**src/verilog/isc_map.svh**
```systemverilog
// Timing constants and widths of the serial infrared pulse codec.
`ifndef ISC_MAP_SVH
`define ISC_MAP_SVH

`define ISC_CNT_W       4
`define ISC_CNT_ZERO    4'h0
`define ISC_CNT_ONE     4'h1
`define ISC_TX_RISE     4'h7
`define ISC_TX_FALL     4'hA
`define ISC_RX_LOW_LAST 4'hF
`define ISC_SAMPLE_CNT  4'h8
`define ISC_BIT_LAST    4'hF
`define ISC_SYNC_DEPTH  3
`define ISC_DATA_BITS   8
`define ISC_IDX_W       4
`define ISC_IDX_ZERO    4'h0

`endif

```
**src/verilog/isc_pkg.sv**
```systemverilog
// Types shared by the codec end and the UART end.
package isc_pkg;

  typedef enum logic [0:0] {
    ISC_ENC_IDLE,
    ISC_ENC_PULSE
  } isc_enc_state_t;

  typedef enum logic [0:0] {
    ISC_DEC_IDLE,
    ISC_DEC_LOW
  } isc_dec_state_t;

  typedef enum logic [1:0] {
    ISC_URX_IDLE,
    ISC_URX_START,
    ISC_URX_DATA,
    ISC_URX_STOP
  } isc_urx_state_t;

  typedef enum logic [0:0] {
    ISC_UTX_IDLE,
    ISC_UTX_SEND
  } isc_utx_state_t;

endpackage

```
**src/verilog/isc_link_if.sv**
```systemverilog
// Serial lines between the UART end and the infrared codec end.
`timescale 1ns/1ps
interface isc_link_if;
  logic uart_txd;
  logic uart_rxd;

  modport codec (
    input  uart_txd,
    output uart_rxd
  );

  modport uart (
    output uart_txd,
    input  uart_rxd
  );
endinterface

```
**src/verilog/isc_uart_end.sv**
```systemverilog
// Minimal UART that feeds the codec and strobes its decoded data mid bit.
`timescale 1ns/1ps
`include "isc_map.svh"
module isc_uart_end
  import isc_pkg::*;
#(
  parameter int DATA_BITS = `ISC_DATA_BITS
) (
  input  wire logic                 ref_clk_in,
  input  wire logic                 rst_in,
  isc_link_if.uart                  link,
  input  wire logic [DATA_BITS-1:0] tx_data_in,
  input  wire logic                 tx_valid_in,
  output logic                      tx_ready_out,
  output logic      [DATA_BITS-1:0] rx_data_out,
  output logic                      rx_valid_out,
  output logic                      rx_frame_err_out
);

  typedef struct packed {
    isc_utx_state_t          tx_state;
    logic [DATA_BITS+1:0]    tx_shift;
    logic [`ISC_CNT_W-1:0]   tx_cnt;
    logic [`ISC_IDX_W-1:0]   tx_idx;
    logic                    txd;
    logic                    tx_ready;
    isc_urx_state_t          rx_state;
    logic                    rxd_prev;
    logic [`ISC_CNT_W-1:0]   rx_cnt;
    logic [`ISC_IDX_W-1:0]   rx_idx;
    logic [DATA_BITS-1:0]    rx_shift;
    logic [DATA_BITS-1:0]    rx_data;
    logic                    rx_valid;
    logic                    rx_err;
  } isc_uart_st_t;

  localparam logic [`ISC_IDX_W-1:0] TX_LAST = `ISC_IDX_W'(DATA_BITS + 1);
  localparam logic [`ISC_IDX_W-1:0] RX_LAST = `ISC_IDX_W'(DATA_BITS - 1);

  isc_uart_st_t st_q;
  isc_uart_st_t st_d;
  logic         strobe;

  always_comb begin
    st_d          = st_q;
    st_d.rx_valid = 1'b0;
    st_d.rx_err   = 1'b0;
    st_d.rxd_prev = link.uart_rxd;
    strobe        = (st_q.rx_cnt == `ISC_SAMPLE_CNT);

    // Transmitter: start zero, data LSB first, stop one, sixteen clocks each.
    unique case (st_q.tx_state)
      ISC_UTX_IDLE: begin
        st_d.txd      = 1'b1;
        st_d.tx_ready = 1'b1;
        if (tx_valid_in && st_q.tx_ready) begin
          st_d.tx_state = ISC_UTX_SEND;
          st_d.tx_shift = {1'b1, tx_data_in, 1'b0};
          st_d.tx_cnt   = `ISC_CNT_ZERO;
          st_d.tx_idx   = `ISC_IDX_ZERO;
          st_d.txd      = 1'b0;
          st_d.tx_ready = 1'b0;
        end
      end
      ISC_UTX_SEND: begin
        st_d.tx_cnt = st_q.tx_cnt + `ISC_CNT_ONE;
        if (st_q.tx_cnt == `ISC_BIT_LAST) begin
          if (st_q.tx_idx == TX_LAST) begin
            st_d.tx_state = ISC_UTX_IDLE;
            st_d.tx_ready = 1'b1;
            st_d.txd      = 1'b1;
          end else begin
            st_d.tx_idx   = st_q.tx_idx + `ISC_CNT_ONE;
            st_d.tx_shift = {1'b1, st_q.tx_shift[DATA_BITS+1:1]};
            st_d.txd      = st_q.tx_shift[1];
          end
        end
      end
    endcase

    // Receiver: the start edge aligns a sixteen-clock strobe at its eighth clock.
    if (st_q.rx_state != ISC_URX_IDLE) begin
      st_d.rx_cnt = st_q.rx_cnt + `ISC_CNT_ONE;
    end
    unique case (st_q.rx_state)
      ISC_URX_IDLE: begin
        if (st_q.rxd_prev && !link.uart_rxd) begin
          st_d.rx_state = ISC_URX_START;
          st_d.rx_cnt   = `ISC_CNT_ONE;
        end
      end
      ISC_URX_START: begin
        if (strobe) begin
          st_d.rx_idx   = `ISC_IDX_ZERO;
          st_d.rx_state = link.uart_rxd ? ISC_URX_IDLE : ISC_URX_DATA;
        end
      end
      ISC_URX_DATA: begin
        if (strobe) begin
          st_d.rx_shift = {link.uart_rxd, st_q.rx_shift[DATA_BITS-1:1]};
          st_d.rx_idx   = st_q.rx_idx + `ISC_CNT_ONE;
          if (st_q.rx_idx == RX_LAST) begin
            st_d.rx_state = ISC_URX_STOP;
          end
        end
      end
      ISC_URX_STOP: begin
        if (strobe) begin
          st_d.rx_state = ISC_URX_IDLE;
          st_d.rx_data  = st_q.rx_shift;
          st_d.rx_valid = link.uart_rxd;
          st_d.rx_err   = ~link.uart_rxd;
        end
      end
    endcase

    if (rst_in) begin
      st_d          = '0;
      st_d.tx_state = ISC_UTX_IDLE;
      st_d.rx_state = ISC_URX_IDLE;
      st_d.txd      = 1'b1;
      st_d.rxd_prev = 1'b1;
    end
  end

  always_ff @(posedge ref_clk_in) begin
    st_q <= st_d;
  end

  assign link.uart_txd    = st_q.txd;
  assign tx_ready_out     = st_q.tx_ready;
  assign rx_data_out      = st_q.rx_data;
  assign rx_valid_out     = st_q.rx_valid;
  assign rx_frame_err_out = st_q.rx_err;

endmodule

```
**src/flat_wrapper.sv**
```systemverilog
// flat-port wrapper written by rule: the top's interface ports become plain ports
module isc_uart_end_flat import isc_pkg::*;
#(
  parameter int DATA_BITS = `ISC_DATA_BITS
)
  (ref_clk_in, rst_in, tx_data_in, tx_valid_in, tx_ready_out, rx_data_out, rx_valid_out, rx_frame_err_out, link_uart_txd, link_uart_rxd);
  isc_link_if link_i ();
  input  wire logic ref_clk_in;
  input  wire logic rst_in;
  input  wire logic [DATA_BITS-1:0] tx_data_in;
  input  wire logic tx_valid_in;
  output logic tx_ready_out;
  output logic      [DATA_BITS-1:0] rx_data_out;
  output logic rx_valid_out;
  output logic rx_frame_err_out;
  output wire logic [$bits(link_i.uart_txd)-1:0] link_uart_txd;
  input wire logic [$bits(link_i.uart_rxd)-1:0] link_uart_rxd;
  assign link_uart_txd = link_i.uart_txd;
  assign link_i.uart_rxd = link_uart_rxd;
  isc_uart_end #(.DATA_BITS(DATA_BITS)) u_core (.ref_clk_in(ref_clk_in), .rst_in(rst_in), .link(link_i), .tx_data_in(tx_data_in), .tx_valid_in(tx_valid_in), .tx_ready_out(tx_ready_out), .rx_data_out(rx_data_out), .rx_valid_out(rx_valid_out), .rx_frame_err_out(rx_frame_err_out));
endmodule
```
**config.mk**
```make
export PLATFORM = sky130hd
export DESIGN_NAME = isc_uart_end_flat
export DESIGN_NICKNAME = d
export VERILOG_FILES = /design/src/verilog/isc_pkg.sv /design/src/verilog/isc_link_if.sv /design/src/verilog/isc_uart_end.sv /design/src/flat_wrapper.sv
export VERILOG_INCLUDE_DIRS = /design/src /design/src/verilog
export SDC_FILE = /design/constraint.sdc
export NUM_CORES = 1
export LEC_CHECK = 0
export ABC_CLOCK_PERIOD_IN_PS = 1600
export BUFFER_PORTS_ARGS = -buffer_cell sky130_fd_sc_hd__buf_4
export CORE_AREA = 2 2 68 70
export DETAILED_ROUTE_END_ITERATION = 10
export DIE_AREA = 0 0 70 72
export GPL_TIMING_DRIVEN = 0
export PLACE_DENSITY = 0.81
export SYNTH_ARGS = -nofsm -noshare
export SYNTH_HDL_FRONTEND = slang
export SYNTH_SLANG_ARGS = --single-unit
```
**constraint.sdc**
```tcl
create_clock -name ref_clk_in -period 1.6 [get_ports ref_clk_in]
set_input_delay 0.16 -clock ref_clk_in [delete_from_list [all_inputs] [get_ports ref_clk_in]]
set_output_delay 0.16 -clock ref_clk_in [all_outputs]
set_load 0.005 [all_outputs]
```
After elaboration in Yosys (flattened, before gate mapping)
Cells that the tools add are included.
- $add $sub $neg: 4
- $mul: 0
- divide/modulo/power cells: 0
- magnitude comparators: 0
- equal/unequal tests: 16
- shift-type cells: 0
- muxes and demuxes: 22
- bitwise logic cells: 4
- reductions and logical operators: 13
- operator list (cell ; number):
    21-bit one-hot mux with 2 select lines ; 1
    21-bit 2-to-1 mux ; 1
    4-bit 2-to-1 mux ; 5
    4-bit by 1-bit adder with 4-bit output, second input constant ; 4
    4-bit equality test, second input constant ; 3
    12-bit 2-to-1 mux ; 1
    2-bit 2-to-1 mux ; 6
    2-bit by 1-bit inequality test with 1-bit output, second input constant ; 6
    11-bit 2-to-1 mux ; 1
    10-bit 2-to-1 mux ; 1
    2-bit one-hot mux with 4 select lines ; 1
    4-bit one-hot mux with 2 select lines ; 1
    6-bit 2-to-1 mux ; 1
    2-bit inequality test, second input constant ; 3
    2-bit AND reduction ; 3
    3-bit AND reduction ; 2
    5-bit AND reduction ; 1
    2-bit equality test, second input constant ; 2
    4-bit by 3-bit equality test with 1-bit output, second input constant ; 1
    1-bit inverter ; 4
    2-bit nonzero test ; 2
    1-bit 2-to-1 mux ; 3
    3-bit OR reduction ; 1
    2-bit by 1-bit equality test with 1-bit output, second input constant ; 1
    3 further kinds ; 4
- register bits after elaboration: 50
- bits in latches: 0
- bits in writable memories: 0
- bits in read-only memories: 0
- input port bits: 12
- word-level logic and storage cells: 73
- memories: 0

Longest topological paths before layout
Gate-level depths: netlist of run 1.
- word-level depth: 4
- mapped depth: 7

Least setup slack after synthesis of run 1
Ideal clock, no wire load.
- kind: reg-to-reg
- start point: register u_core.st_q[32] (netlist name)
- end point: register u_core.st_q[34] (netlist name)
- data arrival time: 1.463 ns
- required time: 1.477 ns
- slack: 0.014 ns
- stages on the path, launching flop included: 7
- buffers on the path: 0
- cell sequence: dfxtp_1 > inv_1 > ha_1 > and4b_4 > a211oi_4 > nand4_1 > mux2_1
- cells in the longest elaborated chain, start to end: 4
- elaborated cells between the ends (all ways): 7
- those cells by class: add/sub (1); eq/ne (2); mux (3); reduce/logical (1)
- ends and longest elaborated chain (what ; RTL line ; text):
    start, declared ; isc_uart_end.sv:40 ; isc_uart_st_t st_q;
    start signal, assigned ; isc_uart_end.sv:127 ; st_q <= st_d;
    4-bit by 1-bit adder with 4-bit output (no source line) ; - ;
    4-bit 2-to-1 mux ; isc_uart_end.sv:68 ; if (st_q.tx_idx == TX_LAST) begin
    6-bit 2-to-1 mux ; isc_uart_end.sv:67 ; if (st_q.tx_cnt == `ISC_BIT_LAST) begin
    21-bit one-hot mux with 2 select lines ; isc_uart_end.sv:52 ; unique case (st_q.tx_state)
Parallel ways exist; a longest one is shown, timed or not. The select of a mux whose other input is x is not followed.
A chain may end at the register's enable or synchronous reset.

Worst setup path after layout of run 1
Ends and elaborated chain as after synthesis.

==> results of run 1 <==
through the flow:
stage / power, mW / std cells / hold slack [ps] / worst slack (ps)
floorplan: 1.68 / 254 / 277 / 14.0
global placement: 1.78 / 328 / 443 / -94.1
detailed placement: 1.79 / 328 / 448 / -137
CTS: 2.50 / 336 / 134 / -53.4
global route: 2.70 / 341 / 135 / -53.8
finish: 2.57 / 341 / 130 / -26.1
Yosys cell counts (3+ instances only):
cell type	count	share of area
a211oi_1	10	0.034
a21oi_1	27	0.062
a22oi_1	8	0.027
buf_4	9	0.031
clkbuf_1	8	0.014
dfxtp_1	49	0.45
ha_1	10	0.057
inv_1	7	0.012
nand2_1	42	0.072
nand2b_1	5	0.014
nand3_1	5	0.011
nand3b_1	4	0.014
nand4_1	4	0.011
nand4b_1	3	0.012
nor2_1	24	0.041
o21ai_0	5	0.011
kinds of logic after synthesis:
| kind of cell | Yosys count | share of synthesized area |
|---|---|---|
| adders and majority gates | 10 | 0.0571 |
| xor gates and xnor gates | 4 | 0.0160 |
| buffers and inverters | 28 | 0.0674 |
| muxes | 3 | 0.0143 |
| and+or+nand+nor | 103 | 0.232 |
| AOI/OAI and AO/OA | 57 | 0.166 |
| DFF | 49 | 0.447 |
routing by layer:
layer,vias to the layer above,track usage,share of wire,routed length (um)
li1,935,-,-,-
met1,879,0.197,0.43,1960
met2,32,0.313,0.52,2390
met3,6,0.0514,0.034,157
met4,0,0.0577,0.012,55
met5,-,0,0,0
registers in the layout, indices dropped and copies added (netlist names), named ones only:
signal and cells:
u_core.rx_frame_err_out 1, u_core.st_q 36, u_core.rx_data_out 8, u_core.rx_valid_out 1, u_core.tx_ready_out 1, u_core.link.uart_txd 1
final cells by class:
| class | instances | share of cell area |
|---|---|---|
| multi-input combinational | 177 | 0.431 |
| sequential | 49 | 0.375 |
| timing repair buffer | 30 | 0.0851 |
| buffer | 18 | 0.0421 |
| clock buffer | 5 | 0.0260 |
| tap | 52 | 0.0246 |
| inverter | 7 | 0.00992 |
| clock inverter | 3 | 0.00662 |
what timing repair did:
item / 4_1_cts / 5_1_grt
gates cloned: 0 / 1
hold buffers: 0 / 0
gates resized for setup: 7 / 23
endpoints found under the setup margin: 25 / 30
setup buffers: 1 / 6
pin swaps: 2 / 10
how the worst max path moves through the flow:
stage,startpoint,endpoint,slack (ps),depth (start not counted)
floorplan,u_core.st_q[32]$_SDFFE_PP0P_,u_core.st_q[34]$_SDFFE_PP0P_,10,6
global placement,u_core.st_q[32]$_SDFFE_PP0P_,u_core.st_q[34]$_SDFFE_PP0P_,-90,6
detailed placement,u_core.st_q[32]$_SDFFE_PP0P_,u_core.st_q[34]$_SDFFE_PP0P_,-140,6
CTS,u_core.st_q[32]$_SDFFE_PP0P_,u_core.st_q[34]$_SDFFE_PP0P_,-50,6
global route,u_core.st_q[32]$_SDFFE_PP0P_,u_core.st_q[34]$_SDFFE_PP0P_,-50,6
finish,u_core.st_q[32]$_SDFFE_PP0P_,u_core.st_q[34]$_SDFFE_PP0P_,-30,6
worst max-delay path, delay by kind of cell, from the launching register on:
family	cells	cell delay [ps]
simple gates	2	390
flops	1	360
mux	1	320
compound gates	1	250
fa+ha+maj	1	150
buf+inv	1	50
where the power goes:
group          switching, mW  total [mW]  internal (mW)
registers             0.0630        1.36           1.30
logic                  0.277       0.501          0.224
clock network          0.408       0.710          0.302
==> out/results.txt, run 1 <==
Status = complete, but fails checks
Violated checks = negative setup slack
Fin crit share = 1.02
Fmax = 615 MHz
Req. time, crit path = 1800 ps
Area occupied by registers = 993 um2
R2r startpoint = u_core.st_q[32]$_SDFFE_PP0P_
Chip width = 70 um
CTS max path bufs = 2
Routability Congestion = 0.794
Ports = 24
Fill cell count = 363
Initial antenna violation count = 0
Die area = 0.00504 mm2
Final hold vios = 0
Total track usage = 0.173
R2r setup slk = -30 ps
Sequential area share after synthesis = 0.447
MaxCap Viol Count = 0
Clock Latency Late Sink = 300 ps
CTS H-Tree Depth = 2
Fin crit period = 1630 ps
Worst Setup End Kind = flop
CTS tree = yes
Overflow after GRT = 0
Initial detailed-routing violation count = 99
Pwr/cell area = 972 mW/mm2
Clk root buf = clkbuf_8
ANT cells = 0
Largest net degree at the start of global routing = 16
Path type of the worst setup path = reg2reg
Ys async rst share = 0
Post-layout util = 0.621
Vias in the first global route = 1673
Arrival time at the worst endpoint = 1820 ps
Commonest non-fill, non-tap cells in the layout = nand2_1, dfxtp_1, buf_4, a21oi_1, nor2_1
Port-buffer cells = 22
Max incr delay on CP = 360 ps
DRC Markers = 0
Area Overhead vs Synth = 20.8%
Number of placement rows = 24
R2r endpoint = u_core.st_q[34]$_SDFFE_PP0P_
Core area = 0.00426 mm2
Final wirelength = 4.57 mm
Post-Syn Instances = 254
# setup viols final = 1
Final Max Slew Viols = 0
DR vias/cell = 5.43
Syn nets = 276
Clock Pin Slew Worst Setup and Hold Paths = 90 ps
Routed Antenna Nets = 0
Wire per inst = 13.4 um
Hold path startpoint = link_uart_rxd
Hold Crit Depth = 3
Worst slew margin = 0.596
Pre-antenna DRT Iters = 4
EDFF count, synth = 0
RSZ-0062 raised after global routing = yes
Clk sinks = 49
Layout cell share with drive strength beyond 1 = 0.270
CP max stage cell = dfxtp_2
Fin nets = 310
Yosys reg bits = 49
DIE HEIGHT = 72 um
Final worst slack = -26.1 ps
CP Launch Type = flop
Cell leakage power = 0.998 nW
Worst-path cell chain = inv_2 -> ha_4 -> and4b_4 -> a211oi_4 -> nand4_1 -> mux2_4
Crit Path Max Fanout = 5
DR vias = 1852
HPWL after DPL = 2.97 mm
Hold crit path type = in2reg
Clock Skew = 4.53 ps
Setup TNS = -26.1 ps
Syn_area_per_cell = 8.63 um2
Initial Utilization = 0.514
Max IR drop VDD = 0.658 mV
Yosys cell types = 39
Mapped cell area = 0.00219 mm2
Placed cell area = 0.00242 mm2
Hold EP = u_core.st_q[26]$_SDFF_PP1_
Worst reg2reg path depth = 6
Fin area = 0.00265 mm2
Worst Max-Slew Pin Slew = 606 ps
TritonCTS Buffers = 5
Area of the multi-input gates = 0.00114 mm2
Yosys warns = 0
Most used DFF post-synth = dfxtp_1
Global-route wire length before repair = 7.04 mm
Note: power is estimated with default switching activity, not from simulation.
==> run 2, diff against run 1 <==
- ABC_CLOCK_PERIOD_IN_PS: 1600 -> 1710
- CORE_AREA: 2 2 68 70 -> 2 2 66 68
- DIE_AREA: 0 0 70 72 -> 0 0 68 70
- PLACE_DENSITY: 0.81 -> 0.82
- clock period: 1.6 -> 1.71 ns (I/O delays scaled with it)
==> out/results.txt, run 2 (synthesis results as in run 1) <==
Status = finished clean
Final Max Slew Viols = 0 (unchanged)
Wire per inst = 12.7 um (-5.2%)
CTS tree = yes
DRC Markers = 0 (unchanged)
Clk sinks = 49 (unchanged)
Die area = 0.00476 mm2 (-5.6%)
Max FFs per register = 36 (unchanged)
R2r endpoint = u_core.st_q[34]$_SDFFE_PP0P_
Crit Path Max Fanout = 6 (+1)
Path type of the worst setup path = reg2reg
Worst reg2reg path depth = 6 (unchanged)
Fmax = 603 MHz (-1.9%)
Port-buffer cells = 22 (unchanged)
Hold crit path type = in2reg
Initial antenna violation count = 0 (unchanged)
HPWL after DPL = 2.95 mm (-0.67%)
Core area = 0.00414 mm2 (-2.8%)
Total track usage = 0.198 (+0.0245)
Commonest non-fill, non-tap cells in the layout = dfxtp_1, nand2_1, buf_4, a21oi_1, nor2_1
Fin nets = 307 (-0.97%)
Clock Pin Slew Worst Setup and Hold Paths = 80 ps (about the same)
TritonCTS Buffers = 5 (unchanged)
Max IR drop VDD = 0.647 mV (-1.7%)
Worst Setup End Kind = flop
Vias in the first global route = 1774 (+6.0%)
Most common cell after layout, fill and taps aside = dfxtp_1
Setup TNS = 0 ps (+26.1 ps)
Number of placement rows = 24 (unchanged)
Pre-antenna DRT Iters = 4 (unchanged)
Chip width = 68 um (-2.9%)
Largest Register = u_core.st_q
CP max stage cell = dfxtp_2
DR vias = 1826 (-1.4%)
Req. time, crit path = 1900 ps (+100 ps)
Pwr/cell area = 974 mW/mm2 (+0.21%)
Area occupied by registers = 986 um2 (-0.76%)
Cell leakage power = 0.976 nW (-2.3%)
Initial detailed-routing violation count = 127 (+28%)
Fin crit share = 0.970 (-0.0467)
Largest net degree at the start of global routing = 15 (-1)
Arrival time at the worst endpoint = 1850 ps (+30 ps)
Area of the multi-input gates = 0.00109 mm2 (-4.2%)
CP delay by family, top = simple AND/OR/NAND/NOR gates
Clock Skew = 3.30 ps (-1.24 ps)
Worst Max-Slew Pin Slew = 564 ps (-42.6 ps)
Worst Path Buf+Inv = 1 (unchanged)
Hold_ws = 137 ps (+6.85 ps)
DR vias/cell = 5.40 (-0.53%)
CP Launch Type = flop
Final worst slack = 51.9 ps (+78.0 ps)
CTS H-Tree Depth = 2 (unchanged)
Ports = 24 (unchanged)
DIE HEIGHT = 70 um (-2.8%)
Layout cell share with drive strength beyond 1 = 0.203 (-0.0671)
Fill cell count = 371 (+2.2%)
Clk root buf = clkbuf_8
Crit path launch = u_core.st_q[32]$_SDFFE_PP0P_
End point of the critical path = u_core.st_q[34]$_SDFFE_PP0P_
R2r setup slk = 50 ps (+80 ps)
CTS max path bufs = 2 (unchanged)
# setup viols final = 0 (-1)
Final wirelength = 4.29 mm (-6.1%)
Initial Utilization = 0.529 (+0.0149)
Routed Antenna Nets = 0 (unchanged)
R2r startpoint = u_core.st_q[32]$_SDFFE_PP0P_
ANT cells = 0 (unchanged)
Global-route wire length before repair = 7.40 mm (+5.0%)
Worst slew margin = 0.624 (+0.0284)
Overflow after GRT = 0 (unchanged)
Post-place setup slack = 1.49 ps (+139 ps)
MaxCap Viol Count = 0 (unchanged)
CP Depth = 6 (unchanged)
Cts-stage hold buffer count = 0 (unchanged)
Area Overhead vs Synth = 18.3%
Routability Congestion = 0.773 (-2.6%)
Final hold vios = 0 (unchanged)
Max incr delay on CP = 340 ps (-20 ps)
Fin crit period = 1660 ps (+32.0 ps)
Worst-path cell chain = inv_1 -> ha_2 -> and4b_4 -> a211oi_4 -> nand4_1 -> mux2_4
Clock Latency Late Sink = 300 ps (about the same)
-- run 2: worst register-to-register path, stage by stage (launching register included) --
cell	delay [ps]
dfxtp_2	340
inv_1	60
ha_2	170
and4b_4	210
a211oi_4	270
nand4_1	180
mux2_4	320
-- run 2: routing by layer --
layer  global-route usage  share of wire
met5                    0              0
met4               0.0644          0.014
met3               0.0386          0.036
met2                0.350           0.50
met1                0.233           0.45
-- run 2: timing repair --
| item | 4_1_cts | 5_1_grt |
|---|---|---|
| resized for setup | 1 | 13 |
| gates cloned | 0 | 1 |
| setup buffers | 1 | 1 |
| endpoints found under the setup margin | 1 | 32 |
| pin swaps | 2 | 2 |
-- run 2: metrics by stage --
stage          cell area, um2  std cells  total power [mW]   util
6_report                 2590        338              2.52  0.626
5_1_grt                  2590        338              2.65  0.626
4_1_cts                  2550        337              2.51  0.615
3_5_place_dp             2420        328              1.67  0.585
3_3_place_gp             2420        328              1.66  0.585
2_1_floorplan            2190        254              1.57      -
-- run 2: power by group --
part	switching [mW]	total, mW	internal, mW
Clock	0.364	0.841	0.477
Sequential	0.0570	1.27	1.21
Combinational	0.230	0.416	0.186
-- run 2: how the worst min path moves through the flow --
stage                                                  start                                  to  slack [ps]  cells past startpoint
after floorplan                                link_uart_rxd          u_core.st_q[26]$_SDFF_PP1_         290                      2
after CTS                                      link_uart_rxd          u_core.st_q[26]$_SDFF_PP1_         130                      3
after global routing                           link_uart_rxd          u_core.st_q[26]$_SDFF_PP1_         140                      3
after global placement    u_core.rx_data_out[1]$_SDFFE_PP0P_  u_core.rx_data_out[1]$_SDFFE_PP0P_         440                      2
after detailed placement                       link_uart_rxd          u_core.st_q[26]$_SDFF_PP1_         450                      3
final                                          link_uart_rxd          u_core.st_q[26]$_SDFF_PP1_         140                      3
-- run 2: cell type report --
type | instances | share of cell area
Multi-Input combinational cell | 177 | 0.421
Sequential cell | 49 | 0.380
Tap cell | 52 | 0.0251
Buffer | 20 | 0.0458
Inverter | 7 | 0.0101
Clock inverter | 1 | 0.0116
Clock buffer | 7 | 0.0333
Timing Repair Buffer | 25 | 0.0724
